--- src/exc_pkg.sv ---
// shared constants and types for the exception dispatch block
package exc_pkg;
	typedef logic [15:0] vec_t;
	typedef logic [8:0]  cause_t;

	// vector offsets
	localparam vec_t VEC_INSTRUCTION_TRANSLATION_BUFFER  = 16'h1000;
	localparam vec_t VEC_LOAD  = 16'h1100;
	localparam vec_t VEC_STORE = 16'h1200;
	localparam vec_t VEC_BKPT  = 16'h1300;
	localparam vec_t VEC_SMI   = 16'h1400;
	localparam vec_t VEC_DEC   = 16'h0900;

	// cause bit positions, highest priority first
	localparam int C_SRESET = 0;
	localparam int C_MCHECK = 1;
	localparam int C_INSTRUCTION_TRANSLATION_BUFFER   = 2;
	localparam int C_BKPT   = 3;
	localparam int C_LOAD   = 4;
	localparam int C_STORE  = 5;
	localparam int C_SMI    = 6;
	localparam int C_EXT    = 7;
	localparam int C_DEC    = 8;
	localparam cause_t NONMASK_MASK  = 9'h003;
	localparam cause_t PRECISE_MASK  = 9'h03C;
	localparam cause_t MASKABLE_MASK = 9'h1C0;

	// register map
	localparam logic [3:0] OFF_BKPT    = 4'h0;
	localparam logic [3:0] OFF_CTRL    = 4'h4;
	localparam logic [3:0] OFF_STATUS  = 4'h8;
	localparam logic [3:0] OFF_LASTVEC = 4'hC;
	localparam int BKPT_EN_BIT = 1;
	localparam int CTRL_EE_BIT = 0;
	localparam int CTRL_ME_BIT = 1;
	localparam logic [31:0] BKPT_RESET = 32'h0000_0000;
	localparam logic [1:0]  CTRL_RESET = 2'h0;
	localparam logic [1:0]  RESP_OKAY   = 2'h0;
	localparam logic [1:0]  RESP_SLVERR = 2'h2;

	// translation fault flags of the instruction at completion
	typedef struct packed {
		logic fetch_miss;
		logic load_miss;
		logic store_miss;
		logic store_change;
	} precise_flags_t;

	typedef enum logic [2:0] {
		ST_RUN       = 3'h1,
		ST_HANDLER   = 3'h2,
		ST_CHECKSTOP = 3'h4
	} exc_state_t;
endpackage

--- src/exception_vector_priority.sv ---
// exception recognition, class priority and vector dispatch with an AXI4-Lite register port
//
// The register offsets and the AXI4-Lite interface to the registers were decided locally.
`timescale 1ns/1ps
module exception_vector_priority
	import exc_pkg::*;
#(
	parameter vec_t VEC_SRESET = 16'h0000,
	parameter vec_t VEC_MCHECK = 16'h0000,
	parameter vec_t VEC_EXT    = 16'h0000
)(
	input  wire logic           clk,
	input  wire logic           rst_n,
	input  wire logic [3:0]     s_axi_awaddr,
	input  wire logic           s_axi_awvalid,
	output logic                s_axi_awready,
	input  wire logic [31:0]    s_axi_wdata,
	input  wire logic [3:0]     s_axi_wstrb,
	input  wire logic           s_axi_wvalid,
	output logic                s_axi_wready,
	output logic [1:0]          s_axi_bresp,
	output logic                s_axi_bvalid,
	input  wire logic           s_axi_bready,
	input  wire logic [3:0]     s_axi_araddr,
	input  wire logic           s_axi_arvalid,
	output logic                s_axi_arready,
	output logic [31:0]         s_axi_rdata,
	output logic [1:0]          s_axi_rresp,
	output logic                s_axi_rvalid,
	input  wire logic           s_axi_rready,
	input  wire logic           sys_reset_req,
	input  wire logic           mcheck_req,
	input  wire logic           dec_event,
	input  wire logic           system_mgmt_interrupt_in_n,
	input  wire logic           ext_interrupt_in_n,
	input  wire logic           complete_valid,
	input  wire logic [31:0]    complete_addr,
	input  precise_flags_t      complete_flags,
	input  wire logic           core_ready,
	input  wire logic           handler_done,
	output logic                exc_take,
	output vec_t                exc_vector,
	output cause_t              exc_cause,
	output logic                in_handler,
	output logic                checkstop
);
	function automatic logic [31:0] merge_bytes(input logic [31:0] old, input logic [31:0] data,
		input logic [3:0] strb);
		logic [31:0] r;
		r = old;
		for (int i = 0; i < 4; i++)
		begin
			if (strb[i])
				r[8*i +: 8] = data[8*i +: 8];
		end
		return r;
	endfunction

	function automatic vec_t vector_of(input cause_t g);
		vec_t v;
		v = 16'h0000;
		if (g[C_SRESET]) v = VEC_SRESET;
		if (g[C_MCHECK]) v = VEC_MCHECK;
		if (g[C_INSTRUCTION_TRANSLATION_BUFFER])   v = VEC_INSTRUCTION_TRANSLATION_BUFFER;
		if (g[C_BKPT])   v = VEC_BKPT;
		if (g[C_LOAD])   v = VEC_LOAD;
		if (g[C_STORE])  v = VEC_STORE;
		if (g[C_SMI])    v = VEC_SMI;
		if (g[C_EXT])    v = VEC_EXT;
		if (g[C_DEC])    v = VEC_DEC;
		return v;
	endfunction

	logic [1:0]  smi_meta;
	logic [1:0]  ext_meta;
	logic [31:0] breakpoint_address_compare;
	logic [1:0]  ctrl;
	logic        sreset_pend;
	logic        mc_pend;
	logic        dec_pend;
	exc_state_t  state;
	exc_state_t  next_state;
	logic        aw_held;
	logic        w_held;
	logic [3:0]  aw_addr;
	logic [31:0] w_data;
	logic [3:0]  w_strb;

	// pin synchronisers
	always_ff @(posedge clk)
	begin
		if (!rst_n)
		begin
			smi_meta <= 2'h3;
			ext_meta <= 2'h3;
		end
		else
		begin
			smi_meta <= {smi_meta[0], system_mgmt_interrupt_in_n};
			ext_meta <= {ext_meta[0], ext_interrupt_in_n};
		end
	end

	wire external_interrupt_enable = ctrl[CTRL_EE_BIT];
	wire mcheck_enable = ctrl[CTRL_ME_BIT];
	wire smi_active = !smi_meta[1];
	wire ext_active = !ext_meta[1];
	wire bkpt_hit = complete_valid && breakpoint_address_compare[BKPT_EN_BIT]
		&& (complete_addr[31:2] == breakpoint_address_compare[31:2]);
	wire live = (state != ST_CHECKSTOP);
	wire go_checkstop = live && mc_pend && !mcheck_enable && !sreset_pend;
	wire nm_any = live && (sreset_pend || (mc_pend && mcheck_enable));
	wire can_defer = (state == ST_RUN) && core_ready && !nm_any && !go_checkstop;
	wire precise_ok = can_defer && complete_valid;
	wire mask_ok = can_defer && external_interrupt_enable;

	cause_t req;
	assign req[C_SRESET] = live && sreset_pend;
	assign req[C_MCHECK] = live && mc_pend && mcheck_enable;
	assign req[C_INSTRUCTION_TRANSLATION_BUFFER]   = precise_ok && complete_flags.fetch_miss;
	assign req[C_BKPT]   = precise_ok && bkpt_hit;
	assign req[C_LOAD]   = precise_ok && complete_flags.load_miss;
	assign req[C_STORE]  = precise_ok && (complete_flags.store_miss || complete_flags.store_change);
	wire precise_pend = complete_valid && (bkpt_hit || (|complete_flags));
	assign req[C_SMI]    = mask_ok && !precise_pend && smi_active;
	assign req[C_EXT]    = mask_ok && !precise_pend && ext_active;
	assign req[C_DEC]    = mask_ok && !precise_pend && dec_pend;
	wire cause_t grant = req & ~(req - 9'h001);
	wire take_now = |grant;

	always_comb
	begin
		next_state = state;
		if (go_checkstop)
			next_state = ST_CHECKSTOP;
		else if (take_now)
			next_state = ST_HANDLER;
		else if (state == ST_HANDLER && handler_done)
			next_state = ST_RUN;
	end

	always_ff @(posedge clk)
	begin
		if (!rst_n)
		begin
			state       <= ST_RUN;
			sreset_pend <= 1'b0;
			mc_pend     <= 1'b0;
			dec_pend    <= 1'b0;
			exc_take    <= 1'b0;
			exc_vector  <= 16'h0000;
			exc_cause   <= 9'h000;
			in_handler  <= 1'b0;
			checkstop   <= 1'b0;
		end
		else
		begin
			state       <= next_state;
			sreset_pend <= sys_reset_req || (sreset_pend && !grant[C_SRESET]);
			mc_pend     <= mcheck_req || (mc_pend && !grant[C_MCHECK] && !go_checkstop);
			dec_pend    <= dec_event || (dec_pend && !grant[C_DEC]);
			exc_take    <= take_now;
			exc_cause   <= grant;
			in_handler  <= (next_state == ST_HANDLER);
			checkstop   <= (next_state == ST_CHECKSTOP);
			if (take_now)
				exc_vector <= vector_of(grant);
		end
	end

	// register port
	wire aw_fire = s_axi_awvalid && s_axi_awready;
	wire w_fire = s_axi_wvalid && s_axi_wready;
	wire do_write = aw_held && w_held && !s_axi_bvalid;
	wire ar_fire = s_axi_arvalid && s_axi_arready;
	wire wr_bkpt = do_write && (aw_addr == OFF_BKPT);
	wire wr_ctrl = do_write && (aw_addr == OFF_CTRL);
	wire wr_mapped = (aw_addr == OFF_BKPT) || (aw_addr == OFF_CTRL) || (aw_addr == OFF_STATUS)
		|| (aw_addr == OFF_LASTVEC);
	wire rd_mapped = (s_axi_araddr == OFF_BKPT) || (s_axi_araddr == OFF_CTRL)
		|| (s_axi_araddr == OFF_STATUS) || (s_axi_araddr == OFF_LASTVEC);
	wire [31:0] status_word = {27'h0, mc_pend, sreset_pend, dec_pend, in_handler, checkstop};
	wire [31:0] ctrl_word = {30'h0, ctrl};
	wire [31:0] rd_word = (s_axi_araddr == OFF_BKPT) ? breakpoint_address_compare :
		(s_axi_araddr == OFF_CTRL) ? ctrl_word :
		(s_axi_araddr == OFF_STATUS) ? status_word :
		(s_axi_araddr == OFF_LASTVEC) ? {7'h0, exc_cause, exc_vector} : 32'h0000_0000;
	wire [31:0] ctrl_new = merge_bytes(ctrl_word, w_data, w_strb);

	always_ff @(posedge clk)
	begin
		if (!rst_n)
		begin
			breakpoint_address_compare <= BKPT_RESET;
			ctrl                       <= CTRL_RESET;
		end
		else
		begin
			if (wr_bkpt)
				breakpoint_address_compare <= merge_bytes(breakpoint_address_compare, w_data, w_strb);
			if (wr_ctrl)
				ctrl <= ctrl_new[1:0];
		end
	end

	always_ff @(posedge clk)
	begin
		if (!rst_n)
		begin
			aw_held       <= 1'b0;
			w_held        <= 1'b0;
			aw_addr       <= 4'h0;
			w_data        <= 32'h0000_0000;
			w_strb        <= 4'h0;
			s_axi_awready <= 1'b1;
			s_axi_wready  <= 1'b1;
			s_axi_bvalid  <= 1'b0;
			s_axi_bresp   <= RESP_OKAY;
		end
		else
		begin
			if (aw_fire)
			begin
				aw_held       <= 1'b1;
				aw_addr       <= s_axi_awaddr;
				s_axi_awready <= 1'b0;
			end
			if (w_fire)
			begin
				w_held       <= 1'b1;
				w_data       <= s_axi_wdata;
				w_strb       <= s_axi_wstrb;
				s_axi_wready <= 1'b0;
			end
			if (do_write)
			begin
				s_axi_bvalid <= 1'b1;
				s_axi_bresp  <= wr_mapped ? RESP_OKAY : RESP_SLVERR;
			end
			if (s_axi_bvalid && s_axi_bready)
			begin
				s_axi_bvalid  <= 1'b0;
				aw_held       <= 1'b0;
				w_held        <= 1'b0;
				s_axi_awready <= 1'b1;
				s_axi_wready  <= 1'b1;
			end
		end
	end

	always_ff @(posedge clk)
	begin
		if (!rst_n)
		begin
			s_axi_arready <= 1'b1;
			s_axi_rvalid  <= 1'b0;
			s_axi_rdata   <= 32'h0000_0000;
			s_axi_rresp   <= RESP_OKAY;
		end
		else if (ar_fire)
		begin
			s_axi_arready <= 1'b0;
			s_axi_rvalid  <= 1'b1;
			s_axi_rdata   <= rd_word;
			s_axi_rresp   <= rd_mapped ? RESP_OKAY : RESP_SLVERR;
		end
		else if (s_axi_rvalid && s_axi_rready)
		begin
			s_axi_rvalid  <= 1'b0;
			s_axi_arready <= 1'b1;
		end
	end
endmodule

--- config.mk ---
export PLATFORM = sky130hd
export DESIGN_NAME = exception_vector_priority
export DESIGN_NICKNAME = d
export VERILOG_FILES = /design/src/exc_pkg.sv /design/src/exception_vector_priority.sv
export SDC_FILE = /design/constraint.sdc
export NUM_CORES = 1
export LEC_CHECK = 0
export BUFFER_PORTS_ARGS = -buffer_cell sky130_fd_sc_hd__buf_2
export CORE_UTILIZATION = 50
export CTS_CLUSTER_DIAMETER = 80
export DETAILED_ROUTE_END_ITERATION = 10
export PLACE_DENSITY = 0.77
export SYNTH_ARGS = -nofsm -noshare
export SYNTH_HDL_FRONTEND = slang
export SYNTH_SLANG_ARGS = --single-unit
--- constraint.sdc ---
create_clock -name clk -period 2.9 [get_ports clk]
set_input_delay 0.145 -clock clk [delete_from_list [all_inputs] [get_ports clk]]
set_output_delay 0.145 -clock clk [all_outputs]
set_load 0.1 [all_outputs]
==> results.txt <==
----------------------------------------------------
[Clock tree]
  Clock tree sinks ... 142
  Postcts setup bufs ... 0
  Number of gates resized after CTS ... 0
  CTS tree ... done
  Worst-Skew Late Latency ... 0.43 ns
  Deepest level of the CTS H-tree ... 4
  Number of buffers between clock root and the deepest sink ... 2
  Clock buffers created by TritonCTS ... 17
  Reg clk slew, reported paths ... about 0.060 ns
  Clock Tree Root ... clkbuf_16

[Timing]
  Clock period minus worst slack ... about 2.4 ns
  Aggregate negative setup slack ... 0 ns
  Peak Freq ... between 0.4 and 0.5 GHz
  Final Slew Violations ... 0
  Post-route clock skew ... just under 0.01 ns
  Part of the cycle the worst path needs ... a little over 80%
  Worst slew margin ... 22.3%
  Unrepaired setup endpoints after global routing ... no
  Slew at the pin with the worst max-slew slack ... about 1.2 ns
  Number of setup violations in the final report ... 0
  Final-report hold violation count ... 0

[Setup path]
  Family with the most delay on the worst path ... simple AND/OR/NAND/NOR gates
  Worst path depth ... 6
  Capturing element type of the critical path ... flop
  Depth of the most critical reg-to-reg path ... 6
  Arrival time worst endpoint ... 2.73 ns
  Crit path max-delay cell type ... or4_4
  Endpoint required time on the critical path ... ~3.2 ns
  CP Max Fanout ... 6
  Largest stage delay on the critical path ... around 0.57 ns
  Crit path buffers/inverters ... 0
  Kind of start point of the critical path ... flop
  Cells along the critical path ... xor2_1 > or4b_1 > or4_4 > o21ai_4 > a31oi_1 > a31o_1
  Crit path kind ... flop to flop

[Drt]
  # DRC ... 0
  Total via count after detailed routing ... about 5700
  Mean routed wirelength per cell ... approximately 16 um
  Routed via count divided by cell count ... 5.55
  Post-DRT Antenna Nets ... 0
  First-pass detailed-route iteration total ... 6
  DRC violation total after the first TritonRoute iteration ... 436
  Sum of routed wire length over all layers ... approximately 17 mm

[Synthesis]
  Total of flip-flops plus latches after synthesis ... 142
  Post-Syn Instances ... about 690
  Post-synthesis async set-or-reset flop share ... 0%
  Distinct cell type count of the synthesized netlist ... between 40 and 50
  Synthesized cell area ... approximately 5700 sq um
  Synthesized area per cell ... between 8 and 9 sq um
  Number of synthesis warnings ... 0
  Number of flops mapped to enable cells by yosys ... 0
  Share of synthesized area occupied by flip-flops and latches ... 49.8%
  Predominant post-synthesis flop cell ... dfxtp_1

[Layout]
  Layout Area Growth over Synthesis ... 32.4%
  Area occupied by multi-input gates ... ~2600 sq um
  Utilization of the core after routing ... approximately 70%
  Ratio of cells with drive above 1 in the final layout ... 21.9%
  FILL cells ... between 800 and 900
  Antenna Diode Count ... 0
  Final Net Count ... around 970
  Most common library cell in the layout ignoring fill and taps ... buf_2
  Combined flip-flop and latch cell area ... about 2800 sq um
  Design Area, Final ... between 7000 and 8000 sq um
  Leading cell types in the layout, fill and taps excluded ... 148 x buf_2, 142 x dfxtp_1, 141 x nand2_1

[Global route]
  Grt total ovfl ... 0
  Initial antenna violation count ... 0
  Pin count of the biggest net entering global routing ... 50
  Via count of the first global-routing pass ... approximately 5500
  Wire length of the first global-routing pass ... between 20 and 30 mm
  All-Layer GR Usage ... 29.7%

[Pwr]
  Leakage ... ~3.2 nW
  Peak supply drop ... approximately 0.00038 V
  Power per cell area ... 648 nW/um^2

[Floorplan]
  Total core area ... roughly 11000 sq um
  Number of standard-cell rows in the floorplan ... 38
  Floorplan die area ... ~12000 sq um
  Starting utilization of the core area ... about 52%
  Number of top-level pins ... around 160
  Die H ... around 110 um
  DIE WIDTH ... 109 um

[Placement]
  Post-detail-place hpwl ... 11.9 mm
  Placement-stage cell area ... 6480 sq um
  Port Buf Inserts ... 148
  Final GP Congestion ... ~0.95

[Job]
  Maxcap violations ... 0

[Status]
  Status ... complete, no violations

[Min path]
  Tightest Hold Check Type ... primary input to flop
  Worst hold path stage count ... 3

----------------------------------------------------
worst register-to-register path, delay by kind of cell (launching register included):
| family | cells | cell delay (ns) |
|---|---|---|
| AO/OA/AOI/OAI | 3 | 0.69 |
| XOR/XNOR | 1 | 0.18 |
| flip-flops | 1 | 0.34 |
| AND/OR/NAND/NOR | 2 | 1.09 |
power by group:
| part | total (mW) | switching (mW) | leakage (nW) | internal, mW |
|---|---|---|---|---|
| logic | 0.683 | 0.491 | 1.79 | 0.191 |
| registers | 2.08 | 0.0534 | 1.16 | 2.02 |
| clock network | 2.14 | 0.851 | 0.278 | 1.28 |
| total | 4.89 | 1.40 | 3.23 | 3.50 |
per-stage QoR:
step / hold WS (ns) / cells / worst slack (ns) / power [mW]
2_1_floorplan: 0.218 / 700 / 0.645 / 2.58
3_5_place_dp: 0.334 / 944 / 0.533 / 2.74
4_1_cts: 0.00594 / 1024 / 0.513 / 4.89
3_3_place_gp: 0.332 / 944 / 0.579 / 2.73
6_report: 0.00670 / 1024 / 0.489 / 4.89
5_1_grt: 0.0192 / 1024 / 0.409 / 5.03
cells in the mapped netlist, types with 2 or more instances:
| cell | count | share of area [%] |
|---|---|---|
| nor4_1 | 11 | 1.2 |
| and4_1 | 2 | 0.31 |
| nor2_1 | 48 | 3.2 |
| or3_1 | 3 | 0.33 |
| dfxtp_1 | 142 | 50 |
| o22ai_1 | 2 | 0.22 |
| xor2_1 | 21 | 3.2 |
| or4_1 | 2 | 0.26 |
| inv_1 | 5 | 0.33 |
| clkbuf_1 | 31 | 2.0 |
| nand2b_1 | 5 | 0.55 |
| or4b_1 | 2 | 0.35 |
| and2_1 | 3 | 0.33 |
| buf_4 | 13 | 1.7 |
| nand2_1 | 141 | 9.3 |
| nor4b_1 | 2 | 0.31 |
| nor2b_1 | 4 | 0.44 |
| buf_1 | 8 | 0.53 |
| a221oi_1 | 14 | 2.2 |
| and3_1 | 2 | 0.22 |
| nand4_1 | 3 | 0.33 |
| a21oi_1 | 95 | 8.3 |
| nor3_1 | 22 | 1.9 |
| a31oi_1 | 2 | 0.22 |
| o21ai_0 | 11 | 0.97 |
| nand3_1 | 45 | 3.9 |
| a22oi_1 | 2 | 0.26 |
| nor3b_1 | 2 | 0.26 |
| a211oi_1 | 2 | 0.26 |
| xnor2_1 | 9 | 1.4 |
| mux2i_1 | 15 | 2.6 |
| nand3b_1 | 4 | 0.53 |
registers in the layout, summed over array words and instances, names as in the netlist, 2 cells and up:
| name | flops |
|---|---|
| breakpoint_address_compare | 32 |
| s_axi_rdata | 32 |
| w_data | 32 |
| exc_cause | 9 |
| exc_vector | 5 |
| aw_addr | 4 |
| w_strb | 4 |
| state | 3 |
| ctrl | 2 |
| ext_meta | 2 |
| smi_meta | 2 |
cell families (layout without fill, tap and decap cells):
| family | after synthesis | count (layout) | synth area share (%) |
|---|---|---|---|
| and+or+nand+nor | 304 | 304 | 24.2 |
| buffers and inverters | 59 | 243 | 4.76 |
| muxes | 15 | 15 | 2.63 |
| xor gates and xnor gates | 30 | 30 | 4.61 |
| DFF | 142 | 142 | 49.8 |
| AOI/OAI and AO/OA | 137 | 137 | 13.9 |
| other | 1 | 13 | 0.0658 |
path summary, 6_finish.rpt:
kind | start | end | slack, ns
worst max register to register | breakpoint_address_compare[11]$_SDFFE_PN0P_ | exc_vector[10]$_SDFFE_PN0P_ | 0.49
worst min register to register | smi_meta[0]$_SDFF_PN1_ | smi_meta[1]$_SDFF_PN1_ | 0.41
worst min-delay path | s_axi_awaddr[2] | aw_addr[2]$_SDFFE_PN0P_ | 0.007
worst max-delay path | breakpoint_address_compare[11]$_SDFFE_PN0P_ | exc_vector[10]$_SDFFE_PN0P_ | 0.49
repair_timing:
item                                    4_1_cts  5_1_grt
endpoints found under the setup margin        0        0
hold buffers                                 48        0
endpoints found under the hold margin        46        0
area by class of cell:
type	count	area share [%]
clock buffer	18	5.82
clock inverter	14	1.92
inverter	6	0.315
multi-input combinational	499	34.9
sequential	142	37.7
tap	140	2.32
timing repair buffer	205	17.1
layer usage:
metal	GRT usage, %	vias to the layer above	wire (um)
li1	-	2712	-
met1	35.6	2627	6770
met2	49.1	299	8090
met3	6.69	48	1410
met4	16.5	0	592
met5	0	-	0
No activity file was read; power rests on OpenSTA's default activity.
